**src/rtl/ncd_pkg.sv**
```systemverilog
package ncd_pkg;

	// ==========================================================================
	// Widths
	// ==========================================================================
	localparam int INSTR_W   = 16;
	localparam int PC_W      = 11;
	localparam int NIB_W     = 4;
	localparam int ROW_W     = 3;
	localparam int COL_W     = 4;
	localparam int MADDR_W   = ROW_W + COL_W;
	localparam int MEM_DEPTH = 2 ** MADDR_W;
	localparam int PADDR_W   = 7;
	localparam int DBF_W     = 16;
	localparam int RADDR_W   = 4;
	localparam int RDATA_W   = 16;

	// ==========================================================================
	// Instruction fields and op codes
	// ==========================================================================
	localparam int OP_MSB  = 15;
	localparam int OP_LSB  = 11;
	localparam int ROW_MSB = 10;
	localparam int ROW_LSB = 8;
	localparam int COL_MSB = 7;
	localparam int COL_LSB = 4;
	localparam int LOW_MSB = 3;
	localparam int FORM_BIT = 15;

	localparam logic [4:0] OP_ADD_RM   = 5'h00;
	localparam logic [4:0] OP_SYS      = 5'h07;
	localparam logic [4:0] OP_LD       = 5'h08;
	localparam logic [4:0] OP_SKE      = 5'h09;
	localparam logic [4:0] OP_MOV_TOI  = 5'h0A;
	localparam logic [4:0] OP_UNEQUAL_SKIP     = 5'h0B;
	localparam logic [4:0] OP_BR       = 5'h0C;
	localparam logic [4:0] OP_ST       = 5'h18;
	localparam logic [4:0] OP_NO_BORROW_SKIP     = 5'h19;
	localparam logic [4:0] OP_MOV_FRI  = 5'h1A;
	localparam logic [4:0] OP_BORROW_SKIP     = 5'h1B;
	localparam logic [4:0] OP_CALL     = 5'h1C;
	localparam logic [4:0] OP_MOV_IMM  = 5'h1D;
	localparam logic [4:0] OP_SKT      = 5'h1E;
	localparam logic [4:0] OP_SKF      = 5'h1F;

	localparam logic [3:0] ALU_ADD  = 4'h0;
	localparam logic [3:0] ALU_SUB  = 4'h1;
	localparam logic [3:0] ALU_ADD_WITH_CARRY = 4'h2;
	localparam logic [3:0] ALU_SUBTRACT_WITH_BORROW = 4'h3;
	localparam logic [3:0] ALU_AND  = 4'h4;
	localparam logic [3:0] ALU_XOR  = 4'h5;
	localparam logic [3:0] ALU_OR   = 4'h6;

	localparam logic [3:0] COL_ROTATE_RIGHT_VIA_CARRY = 4'h7;
	localparam logic [3:0] COL_PUT  = 4'hA;
	localparam logic [3:0] COL_GET  = 4'hB;
	localparam logic [3:0] COL_RET  = 4'hE;
	localparam logic [3:0] COL_CTL  = 4'hF;
	localparam logic [2:0] HI_ROTATE_RIGHT_VIA_CARRY  = 3'h0;
	localparam logic [2:0] HI_RET   = 3'h0;
	localparam logic [2:0] HI_SUBROUTINE_EXIT_SKIP = 3'h1;
	localparam logic [2:0] HI_STOP  = 3'h2;
	localparam logic [2:0] HI_HALT  = 3'h3;

	localparam logic [2:0] GREG_ROW = 3'h0;
	localparam logic [10:0] PC_RESET = 11'h000;

	// ==========================================================================
	// Software register map
	// ==========================================================================
	localparam logic [3:0] REG_CTRL    = 4'h0;
	localparam logic [3:0] REG_STATUS  = 4'h1;
	localparam logic [3:0] REG_PC      = 4'h2;
	localparam logic [3:0] REG_DBF     = 4'h3;
	localparam logic [3:0] REG_MEMPTR  = 4'h4;
	localparam logic [3:0] REG_MEMDATA = 4'h5;
	localparam logic [3:0] REG_STACK   = 4'h6;
	localparam int CTRL_RUN_BIT = 0;

	typedef enum logic [2:0] {
		ST_IDLE,
		ST_FETCH,
		ST_EXEC,
		ST_GET,
		ST_GETCAP,
		ST_STOP,
		ST_HALT
	} ncd_state_e;

endpackage

```
**src/rtl/ncd_decoder.sv**
```systemverilog
`timescale 1ns/1ns
module ncd_decoder
	import ncd_pkg::*;
(
	input  wire logic                          clk,
	input  wire logic                          arst_n,
	output logic [ncd_pkg::PC_W-1:0]           imem_addr,
	output logic                               imem_rd,
	input  wire logic [ncd_pkg::INSTR_W-1:0]   imem_data,
	output logic [ncd_pkg::PADDR_W-1:0]        periph_addr,
	output logic [ncd_pkg::DBF_W-1:0]          periph_wdata,
	output logic                               periph_we,
	output logic                               periph_re,
	input  wire logic [ncd_pkg::DBF_W-1:0]     periph_rdata,
	input  wire logic [ncd_pkg::NIB_W-1:0]     wake_pins,
	output logic                               core_stopped,
	output logic                               core_halted,
	input  wire logic [ncd_pkg::RADDR_W-1:0]   reg_addr,
	input  wire logic [ncd_pkg::RDATA_W-1:0]   reg_wdata,
	input  wire logic                          reg_we,
	input  wire logic                          reg_re,
	output logic [ncd_pkg::RDATA_W-1:0]        reg_rdata
);
	import ncd_pkg::*;

	// ==========================================================================
	// State
	// ==========================================================================
	ncd_state_e             state_reg;
	ncd_state_e             state_next;
	logic [PC_W-1:0]        pc_reg;
	logic [PC_W-1:0]        pc_next;
	logic [PC_W-1:0]        stack_reg;
	logic [NIB_W-1:0]       mem_reg [MEM_DEPTH];
	logic                   carry_reg;
	logic                   cmp_reg;
	logic                   skip_reg;
	logic                   run_reg;
	logic [DBF_W-1:0]       dbf_reg;
	logic [NIB_W-1:0]       release_reg;
	logic [MADDR_W-1:0]     memptr_reg;
	logic [NIB_W-1:0]       wake_meta_reg;
	logic [NIB_W-1:0]       wake_sync_reg;
	logic [PADDR_W-1:0]     periph_addr_reg;
	logic [DBF_W-1:0]       periph_wdata_reg;
	logic                   periph_we_reg;
	logic                   periph_re_reg;
	logic                   imem_rd_reg;
	logic                   stopped_reg;
	logic                   halted_reg;
	logic [RDATA_W-1:0]     rdata_reg;

	// ==========================================================================
	// Arithmetic shared by the ALU and the compare-and-skip group
	// ==========================================================================
	function automatic logic [NIB_W:0] alu_calc(
		input logic [3:0]       sel,
		input logic [NIB_W-1:0] a,
		input logic [NIB_W-1:0] b,
		input logic             cy
	);
		logic [NIB_W:0] res;
		res = {1'b0, a};
		case (sel)
			ALU_ADD:  res = {1'b0, a} + {1'b0, b};
			ALU_ADD_WITH_CARRY: res = {1'b0, a} + {1'b0, b} + (NIB_W+1)'(cy);
			ALU_SUB:  res = {1'b0, a} - {1'b0, b};
			ALU_SUBTRACT_WITH_BORROW: res = {1'b0, a} - {1'b0, b} - (NIB_W+1)'(cy);
			ALU_AND:  res = {1'b0, a & b};
			ALU_XOR:  res = {1'b0, a ^ b};
			ALU_OR:   res = {1'b0, a | b};
			default:  res = {1'b0, a};
		endcase
		return res;
	endfunction

	// ==========================================================================
	// Field decode
	// ==========================================================================
	logic [4:0]         opcode;
	logic [ROW_W-1:0]   fld_row;
	logic [COL_W-1:0]   fld_col;
	logic [NIB_W-1:0]   fld_low;
	logic [PC_W-1:0]    fld_addr;
	logic [MADDR_W-1:0] m_addr;
	logic [MADDR_W-1:0] r_addr;
	logic [MADDR_W-1:0] ind_addr;
	logic [NIB_W-1:0]   m_val;
	logic [NIB_W-1:0]   r_val;
	logic [NIB_W-1:0]   ind_val;
	logic [3:0]         alu_sel;
	logic               imm_form;
	logic               is_alu;
	logic               is_arith;
	logic               exec;
	logic               is_rotate_right_via_carry;
	logic               is_get;
	logic               is_put;
	logic               is_ret;
	logic               is_subroutine_exit_skip;
	logic               is_stop;
	logic               is_halt;
	logic               is_test;
	logic [NIB_W:0]     alu_out;
	logic [NIB_W:0]     cmp_out;
	logic               skip_cond;
	logic               released;
	logic               idle_wr;
	logic [PC_W-1:0]    pc_inc;

	assign opcode   = imem_data[OP_MSB:OP_LSB];
	assign fld_row  = imem_data[ROW_MSB:ROW_LSB];
	assign fld_col  = imem_data[COL_MSB:COL_LSB];
	assign fld_low  = imem_data[LOW_MSB:0];
	assign fld_addr = imem_data[PC_W-1:0];
	assign m_addr   = {fld_row, fld_col};
	// General registers live in one fixed row of the data memory.
	assign r_addr   = {GREG_ROW, fld_low};
	assign m_val    = mem_reg[m_addr];
	assign r_val    = mem_reg[r_addr];
	assign ind_addr = {fld_row, r_val};
	assign ind_val  = mem_reg[ind_addr];

	assign alu_sel  = imem_data[OP_MSB-1:OP_LSB];
	assign imm_form = imem_data[FORM_BIT];
	assign is_alu   = alu_sel <= ALU_OR;
	assign is_arith = alu_sel <= ALU_SUBTRACT_WITH_BORROW;
	// A skipped instruction reaches EXEC but has no effect.
	assign exec     = (state_reg == ST_EXEC) && !skip_reg;

	assign is_rotate_right_via_carry  = opcode == OP_SYS && fld_col == COL_ROTATE_RIGHT_VIA_CARRY && fld_row == HI_ROTATE_RIGHT_VIA_CARRY;
	assign is_get   = opcode == OP_SYS && fld_col == COL_GET;
	assign is_put   = opcode == OP_SYS && fld_col == COL_PUT;
	assign is_ret   = opcode == OP_SYS && fld_col == COL_RET && fld_row == HI_RET;
	assign is_subroutine_exit_skip = opcode == OP_SYS && fld_col == COL_RET && fld_row == HI_SUBROUTINE_EXIT_SKIP;
	assign is_stop  = opcode == OP_SYS && fld_col == COL_CTL && fld_row == HI_STOP;
	assign is_halt  = opcode == OP_SYS && fld_col == COL_CTL && fld_row == HI_HALT;
	assign is_test  = opcode == OP_SKT || opcode == OP_SKF;

	assign alu_out  = alu_calc(alu_sel, imm_form ? m_val : r_val, imm_form ? fld_low : m_val, carry_reg);
	assign cmp_out  = alu_calc(ALU_SUB, m_val, fld_low, 1'b0);

	assign skip_cond = (opcode == OP_SKT  && (m_val & fld_low) == fld_low)
	                || (opcode == OP_SKF  && (m_val & fld_low) == '0)
	                || (opcode == OP_SKE  && cmp_out[NIB_W-1:0] == '0)
	                || (opcode == OP_UNEQUAL_SKIP && cmp_out[NIB_W-1:0] != '0)
	                || (opcode == OP_NO_BORROW_SKIP && !cmp_out[NIB_W])
	                || (opcode == OP_BORROW_SKIP && cmp_out[NIB_W])
	                || is_subroutine_exit_skip;

	assign released = |(wake_sync_reg & release_reg);
	// Software may only change the PC, data buffer and data memory while the core is in ST_IDLE.
	assign idle_wr  = reg_we && state_reg == ST_IDLE;
	assign pc_inc   = pc_reg + PC_W'(1);

	// ==========================================================================
	// Data memory write port
	// ==========================================================================
	logic               wr_en;
	logic [MADDR_W-1:0] wr_addr;
	logic [NIB_W-1:0]   wr_data;

	always_comb
	begin
		wr_en   = 1'b0;
		wr_addr = m_addr;
		wr_data = alu_out[NIB_W-1:0];
		if (exec && is_alu)
		begin
			wr_en   = 1'b1;
			wr_addr = imm_form ? m_addr : r_addr;
		end
		else if (exec)
		begin
			case (opcode)
				OP_LD:      begin wr_en = 1'b1; wr_addr = r_addr;   wr_data = m_val;   end
				OP_ST:      begin wr_en = 1'b1; wr_addr = m_addr;   wr_data = r_val;   end
				OP_MOV_IMM: begin wr_en = 1'b1; wr_addr = m_addr;   wr_data = fld_low; end
				OP_MOV_TOI: begin wr_en = 1'b1; wr_addr = ind_addr; wr_data = m_val;   end
				OP_MOV_FRI: begin wr_en = 1'b1; wr_addr = m_addr;   wr_data = ind_val; end
				OP_SYS:
				begin
					wr_en   = is_rotate_right_via_carry;
					wr_addr = r_addr;
					wr_data = {carry_reg, r_val[NIB_W-1:1]};
				end
				default: wr_en = 1'b0;
			endcase
		end
		else if (idle_wr && reg_addr == REG_MEMDATA)
		begin
			wr_en   = 1'b1;
			wr_addr = memptr_reg;
			wr_data = reg_wdata[NIB_W-1:0];
		end
	end

	// Data memory has no reset; software initialises it like RAM.
	always_ff @(posedge clk)
	begin
		if (wr_en)
			mem_reg[wr_addr] <= wr_data;
	end

	// ==========================================================================
	// Sequencer
	// ==========================================================================
	always_comb
	begin
		state_next = state_reg;
		unique case (state_reg)
			ST_IDLE:   state_next = run_reg ? ST_FETCH : ST_IDLE;
			ST_FETCH:  state_next = ST_EXEC;
			ST_EXEC:
			begin
				if (exec && is_get)
					state_next = ST_GET;
				else if (exec && is_stop)
					state_next = ST_STOP;
				else if (exec && is_halt)
					state_next = ST_HALT;
				else
					state_next = run_reg ? ST_FETCH : ST_IDLE;
			end
			ST_GET:    state_next = ST_GETCAP;
			ST_GETCAP: state_next = run_reg ? ST_FETCH : ST_IDLE;
			ST_STOP,
			ST_HALT:   state_next = released ? (run_reg ? ST_FETCH : ST_IDLE) : state_reg;
		endcase
	end

	always_comb
	begin
		pc_next = pc_reg;
		if (state_reg == ST_EXEC)
		begin
			pc_next = pc_inc;
			if (exec && (opcode == OP_BR || opcode == OP_CALL))
				pc_next = fld_addr;
			else if (exec && (is_ret || is_subroutine_exit_skip))
				pc_next = stack_reg;
		end
		else if (idle_wr && reg_addr == REG_PC)
			pc_next = reg_wdata[PC_W-1:0];
	end

	always_ff @(posedge clk or negedge arst_n)
	begin
		if (!arst_n)
		begin
			state_reg <= ST_IDLE;
			pc_reg    <= PC_RESET;
			stack_reg <= PC_RESET;
			skip_reg  <= 1'b0;
		end
		else
		begin
			state_reg <= state_next;
			pc_reg    <= pc_next;
			if (exec && opcode == OP_CALL)
				stack_reg <= pc_inc;
			if (state_reg == ST_EXEC)
				skip_reg <= exec && skip_cond;
		end
	end

	// ==========================================================================
	// Flags, data buffer and release condition
	// ==========================================================================
	always_ff @(posedge clk or negedge arst_n)
	begin
		if (!arst_n)
		begin
			carry_reg   <= 1'b0;
			cmp_reg     <= 1'b0;
			dbf_reg     <= '0;
			release_reg <= '0;
		end
		else
		begin
			if (exec && is_alu && is_arith)
				carry_reg <= alu_out[NIB_W];
			else if (exec && is_rotate_right_via_carry)
				carry_reg <= r_val[0];
			if (exec && is_test)
				cmp_reg <= 1'b0;
			if (state_reg == ST_GETCAP)
				dbf_reg <= periph_rdata;
			else if (idle_wr && reg_addr == REG_DBF)
				dbf_reg <= reg_wdata[DBF_W-1:0];
			if (exec && (is_stop || is_halt))
				release_reg <= fld_low;
		end
	end

	// ==========================================================================
	// Port outputs and wake synchroniser
	// ==========================================================================
	always_ff @(posedge clk or negedge arst_n)
	begin
		if (!arst_n)
		begin
			wake_meta_reg    <= '0;
			wake_sync_reg    <= '0;
			imem_rd_reg      <= 1'b0;
			periph_addr_reg  <= '0;
			periph_wdata_reg <= '0;
			periph_we_reg    <= 1'b0;
			periph_re_reg    <= 1'b0;
			stopped_reg      <= 1'b0;
			halted_reg       <= 1'b0;
		end
		else
		begin
			wake_meta_reg <= wake_pins;
			wake_sync_reg <= wake_meta_reg;
			imem_rd_reg   <= state_next == ST_FETCH;
			if (exec && (is_get || is_put))
				periph_addr_reg <= {fld_row, fld_low};
			if (exec && is_put)
				periph_wdata_reg <= dbf_reg;
			periph_we_reg <= exec && is_put;
			periph_re_reg <= state_next == ST_GET;
			stopped_reg   <= state_next == ST_STOP;
			halted_reg    <= state_next == ST_HALT;
		end
	end

	assign imem_addr    = pc_reg;
	assign imem_rd      = imem_rd_reg;
	assign periph_addr  = periph_addr_reg;
	assign periph_wdata = periph_wdata_reg;
	assign periph_we    = periph_we_reg;
	assign periph_re    = periph_re_reg;
	assign core_stopped = stopped_reg;
	assign core_halted  = halted_reg;
	assign reg_rdata    = rdata_reg;

	// ==========================================================================
	// Software register port
	// ==========================================================================
	logic [RDATA_W-1:0] rd_mux;

	always_comb
	begin
		case (reg_addr)
			REG_CTRL:    rd_mux = RDATA_W'(run_reg);
			REG_STATUS:  rd_mux = RDATA_W'({state_reg != ST_IDLE, halted_reg, stopped_reg,
			                                skip_reg, cmp_reg, carry_reg});
			REG_PC:      rd_mux = RDATA_W'(pc_reg);
			REG_DBF:     rd_mux = RDATA_W'(dbf_reg);
			REG_MEMPTR:  rd_mux = RDATA_W'(memptr_reg);
			REG_MEMDATA: rd_mux = RDATA_W'(mem_reg[memptr_reg]);
			REG_STACK:   rd_mux = RDATA_W'(stack_reg);
			default:     rd_mux = '0;
		endcase
	end

	always_ff @(posedge clk or negedge arst_n)
	begin
		if (!arst_n)
		begin
			run_reg    <= 1'b0;
			memptr_reg <= '0;
			rdata_reg  <= '0;
		end
		else
		begin
			if (reg_we && reg_addr == REG_CTRL)
				run_reg <= reg_wdata[CTRL_RUN_BIT];
			if (reg_we && reg_addr == REG_MEMPTR)
				memptr_reg <= reg_wdata[MADDR_W-1:0];
			rdata_reg <= reg_re ? rd_mux : '0;
		end
	end
endmodule

```
**config.mk**
```make
export PLATFORM = sky130hd
export DESIGN_NAME = ncd_decoder
export DESIGN_NICKNAME = d
export VERILOG_FILES = /design/src/rtl/ncd_pkg.sv /design/src/rtl/ncd_decoder.sv
export SDC_FILE = /design/constraint.sdc
export NUM_CORES = 1
export LEC_CHECK = 0
export BUFFER_PORTS_ARGS = -buffer_cell sky130_fd_sc_hd__buf_2
export CAP_MARGIN = 5
export CELL_PAD_IN_SITES_DETAIL_PLACEMENT = 1
export CELL_PAD_IN_SITES_GLOBAL_PLACEMENT = 1
export CORE_MARGIN = 2
export CORE_UTILIZATION = 45
export DETAILED_ROUTE_END_ITERATION = 7
export PLACE_DENSITY = 0.82
export SLEW_MARGIN = 20
export SYNTH_ARGS = -nofsm -noshare
export SYNTH_HDL_FRONTEND = slang
export SYNTH_SLANG_ARGS = --single-unit
```
**constraint.sdc**
```tcl
create_clock -name clk -period 13.5 [get_ports clk]
set_input_delay 2.025 -clock clk [delete_from_list [all_inputs] [get_ports clk]]
set_output_delay 2.025 -clock clk [all_outputs]
set_load 0.1 [all_outputs]
```
==> key figures <==
Power and ir drop
  – Max IR drop VDD: 0.0001036 V
  – Pwr per Cell Area: 153.8 nW/um^2
  – Leakage: 13.88 nW
  – Design Power: 0.006182 W

Floorplan
  – IO Count: 115
  – Initial core utilization: 45.35%
  – Core Box Area: 80420 sq um
  – Die Width: 288.7 um
  – Die ar.: 83340 sq um
  – Die height: 288.7 um
  – Std-Cell Rows: 104

Critical path
  – Setup CP Type: in2reg
  – Crit-path max FO: 80
  – Worst setup SP type: input pin
  – Critical path data arrival time: 10210 ps
  – Crit end category: flop
  – Required time of the critical path: 13820 ps

Detailed routing
  – Iteration-0 DRC Markers: 4706
  – DR top layer: met5
  – Met2 routed WL: 63170 um
  – Drt pass-1 iters: 6
  – Total routed wirelength: 143400 um
  – DR vias: 28840
  – Drt wl/cell: 37.16 um
  – Wl on met1: 48420 um
  – Met3 wire length: 20750 um
  – Vias/cell: 7.472
  – Routed Antenna Nets: 0
  – DRC Markers: 0

Timing
  – Slew Limit Fails: 0
  – Worst-Margin Slew: 1339 ps
  – Final setup viols: 0
  – Final Hold Fails: 0
  – Setup Skew: 21.96 ps
  – RSZ-0062 raised after global routing: false
  – Tmin final: 9892 ps
  – Tcrit/Tclk final: 73.28%
  – Setup TNS: 0 ps
  – PnR worst setup slack: 3608 ps
  – Fmax: 101.1 MHz
  – Rel. slew slack: 10.38%

Clock tree
  – Clock buffer count from CTS: 71
  – Root Driver: clkbuf_16
  – Clock Sinks: 619
  – Clk Latency, worst-skew pair: 650 ps
  – Cts hold-fix bufs: 0
  – H-tree levels: 3
  – Clock slew at reported path FFs: 60 ps
  – CTS resizes: 0
  – Max Root-Sink Buffers: 3
  – CTS tree: built
  – Setup Buffers After CTS: 0

GRT
  – Antenna violations before repair: 8
  – Pin count of the biggest net entering global routing: 129
  – First-pass GRT wire length: 208300 um
  – Vias in the first global route: 29570
  – GRT Overall Usage: 34.40%
  – Global route overflow: 0

Logic synthesis
  – Top cells by area, synth: edfxtp_1 (42%), mux4_2 (21%), dfrtp_1 (7.3%)
  – Share of the yosys chip area belonging to registers: 49.50%
  – Cells after synthesis: 2734
  – Synth Flop Type: edfxtp_1
  – Synth area leader: edfxtp_1
  – Cell Area, Synth: 36470 sq um
  – EDFF count, synth: 512
  – FFs w/ async S/R, synth: 17.29%
  – Cell variety after synth: 88
  – Post-synth top cells: edfxtp_1 (512), mux4_2 (347), nand2_1 (270)
  – Net count after synthesis: 2825
  – Ys Warns: 0
  – Top-count cell post-synth: edfxtp_1
  – Post-synth top area share: 42.15%
  – Syn_area_per_cell: 13.34 sq um
  – Synth Register Bits: 619

Final layout
  – Post-layout util: 50.00%
  – Largest register FFs: 512
  – Area Growth Syn to Fin: 10.24%
  – Final non-filler cell total: 3859
  – Nets: 2833
  – Share of layout cells above drive strength 1: 26.35%

Min path
  – Hold WC Path Type: reg2reg

Place
  – RePlAce Congestion: 0.9682
  – Worst slack, placed: 3192 ps
  – Dpl cells: 3727
  – I/O Buffers: 114
  – Post-DP HPWL: 92550 um

Status
  – Outcome: completed

Job
  – Max cap viols: 0
==> critical path, stage by stage <==
cell	delay [ps]
buf_6	590
buf_4	920
mux4_2	430
mux4_2	590
mux4_2	500
mux2i_2	300
inv_1	150
a21oi_2	260
ha_1	240
inv_1	90
fa_1	620
inv_1	60
ha_1	210
and3_1	180
o21ai_0	130
o21ai_0	130
xnor2_1	170
o21ai_0	160
nand2_1	100
a31oi_1	240
a2111oi_2	80
o31ai_1	110
o32a_2	850
buf_4	760
==> report_power, final <==
part	internal (W)	switching, W	total (W)
sequential	0.00232	0.000141	0.00246
clock	0.00107	0.000853	0.00192
combinational	0.000588	0.00122	0.00180
total	0.00397	0.00221	0.00618
==> cells by family after synthesis <==
| family | after synthesis | share of synthesized area, % |
|---|---|---|
| simple gates | 754 | 9.129 |
| fa+ha+maj | 31 | 1.105 |
| flops | 619 | 49.50 |
| buf+inv | 269 | 3.214 |
| compound gates | 504 | 9.530 |
| xor+xnor | 18 | 0.4322 |
| mux | 539 | 27.09 |
==> final cells by class <==
class | instances | area [sq um]
inverter | 36 | 135.1
multi-input combinational | 1846 | 17370
antenna | 2 | 5.005
tap | 1060 | 1326
fill | 8066 | 40210
sequential | 619 | 18060
timing repair buffer | 168 | 1046
clock buffer | 88 | 1934
clock inverter | 40 | 331.6
==> metal layers <==
metal / vias to the layer above / track usage, %
li1: 11020 / -
met3: 718 / 11.56
met1: 14490 / 43.41
met2: 2600 / 51.01
met4: 10 / 22.00
met5: - / 0
==> through the flow <==
step | hold slack (ps) | area [sq um]
after detailed placement | 339.5 | 37880
after CTS | 357.7 | 40140
after floorplan | 331.2 | 36470
final | 360.7 | 40210
after global routing | 374.3 | 40200
after global placement | 345.9 | 37870
==> worst paths after layout <==
path                       slack (ps)                       start                          to  depth (start not counted)
max                              3610                imem_data[5]   mem_reg[100][2]$_DFFE_PP_                         24
min                               360  wake_meta_reg[2]$_DFF_PN0_  wake_sync_reg[2]$_DFF_PN0_                          0
max reg2reg                      5750     mem_reg[9][0]$_DFFE_PP_   mem_reg[100][2]$_DFFE_PP_                         13
min reg2reg                       360  wake_meta_reg[2]$_DFF_PN0_  wake_sync_reg[2]$_DFF_PN0_                          0
max in group asynchronous       10820                      arst_n   memptr_reg[1]$_DFFE_PN0P_                          2
min in group asynchronous        1370                      arst_n     reg_rdata[12]$_DFF_PN0_                          1
==> cell usage in the layout, fill, tap and decap left out, drive strengths merged, types with 23 or more instances in the layout <==
cell type,count
edfxtp,512
mux4,350
nand2,272
nor2,265
buf,168
mux2i,125
dfrtp,107
a21oi,102
o21ai,96
clkbuf,88
nand3,67
mux2,64
a211oi,47
and3,42
a32oi,35
inv,34
clkinv,34
a31oi,33
ha,29
a22oi,23
nor3,23
Power figures use the tool's default switching activity.
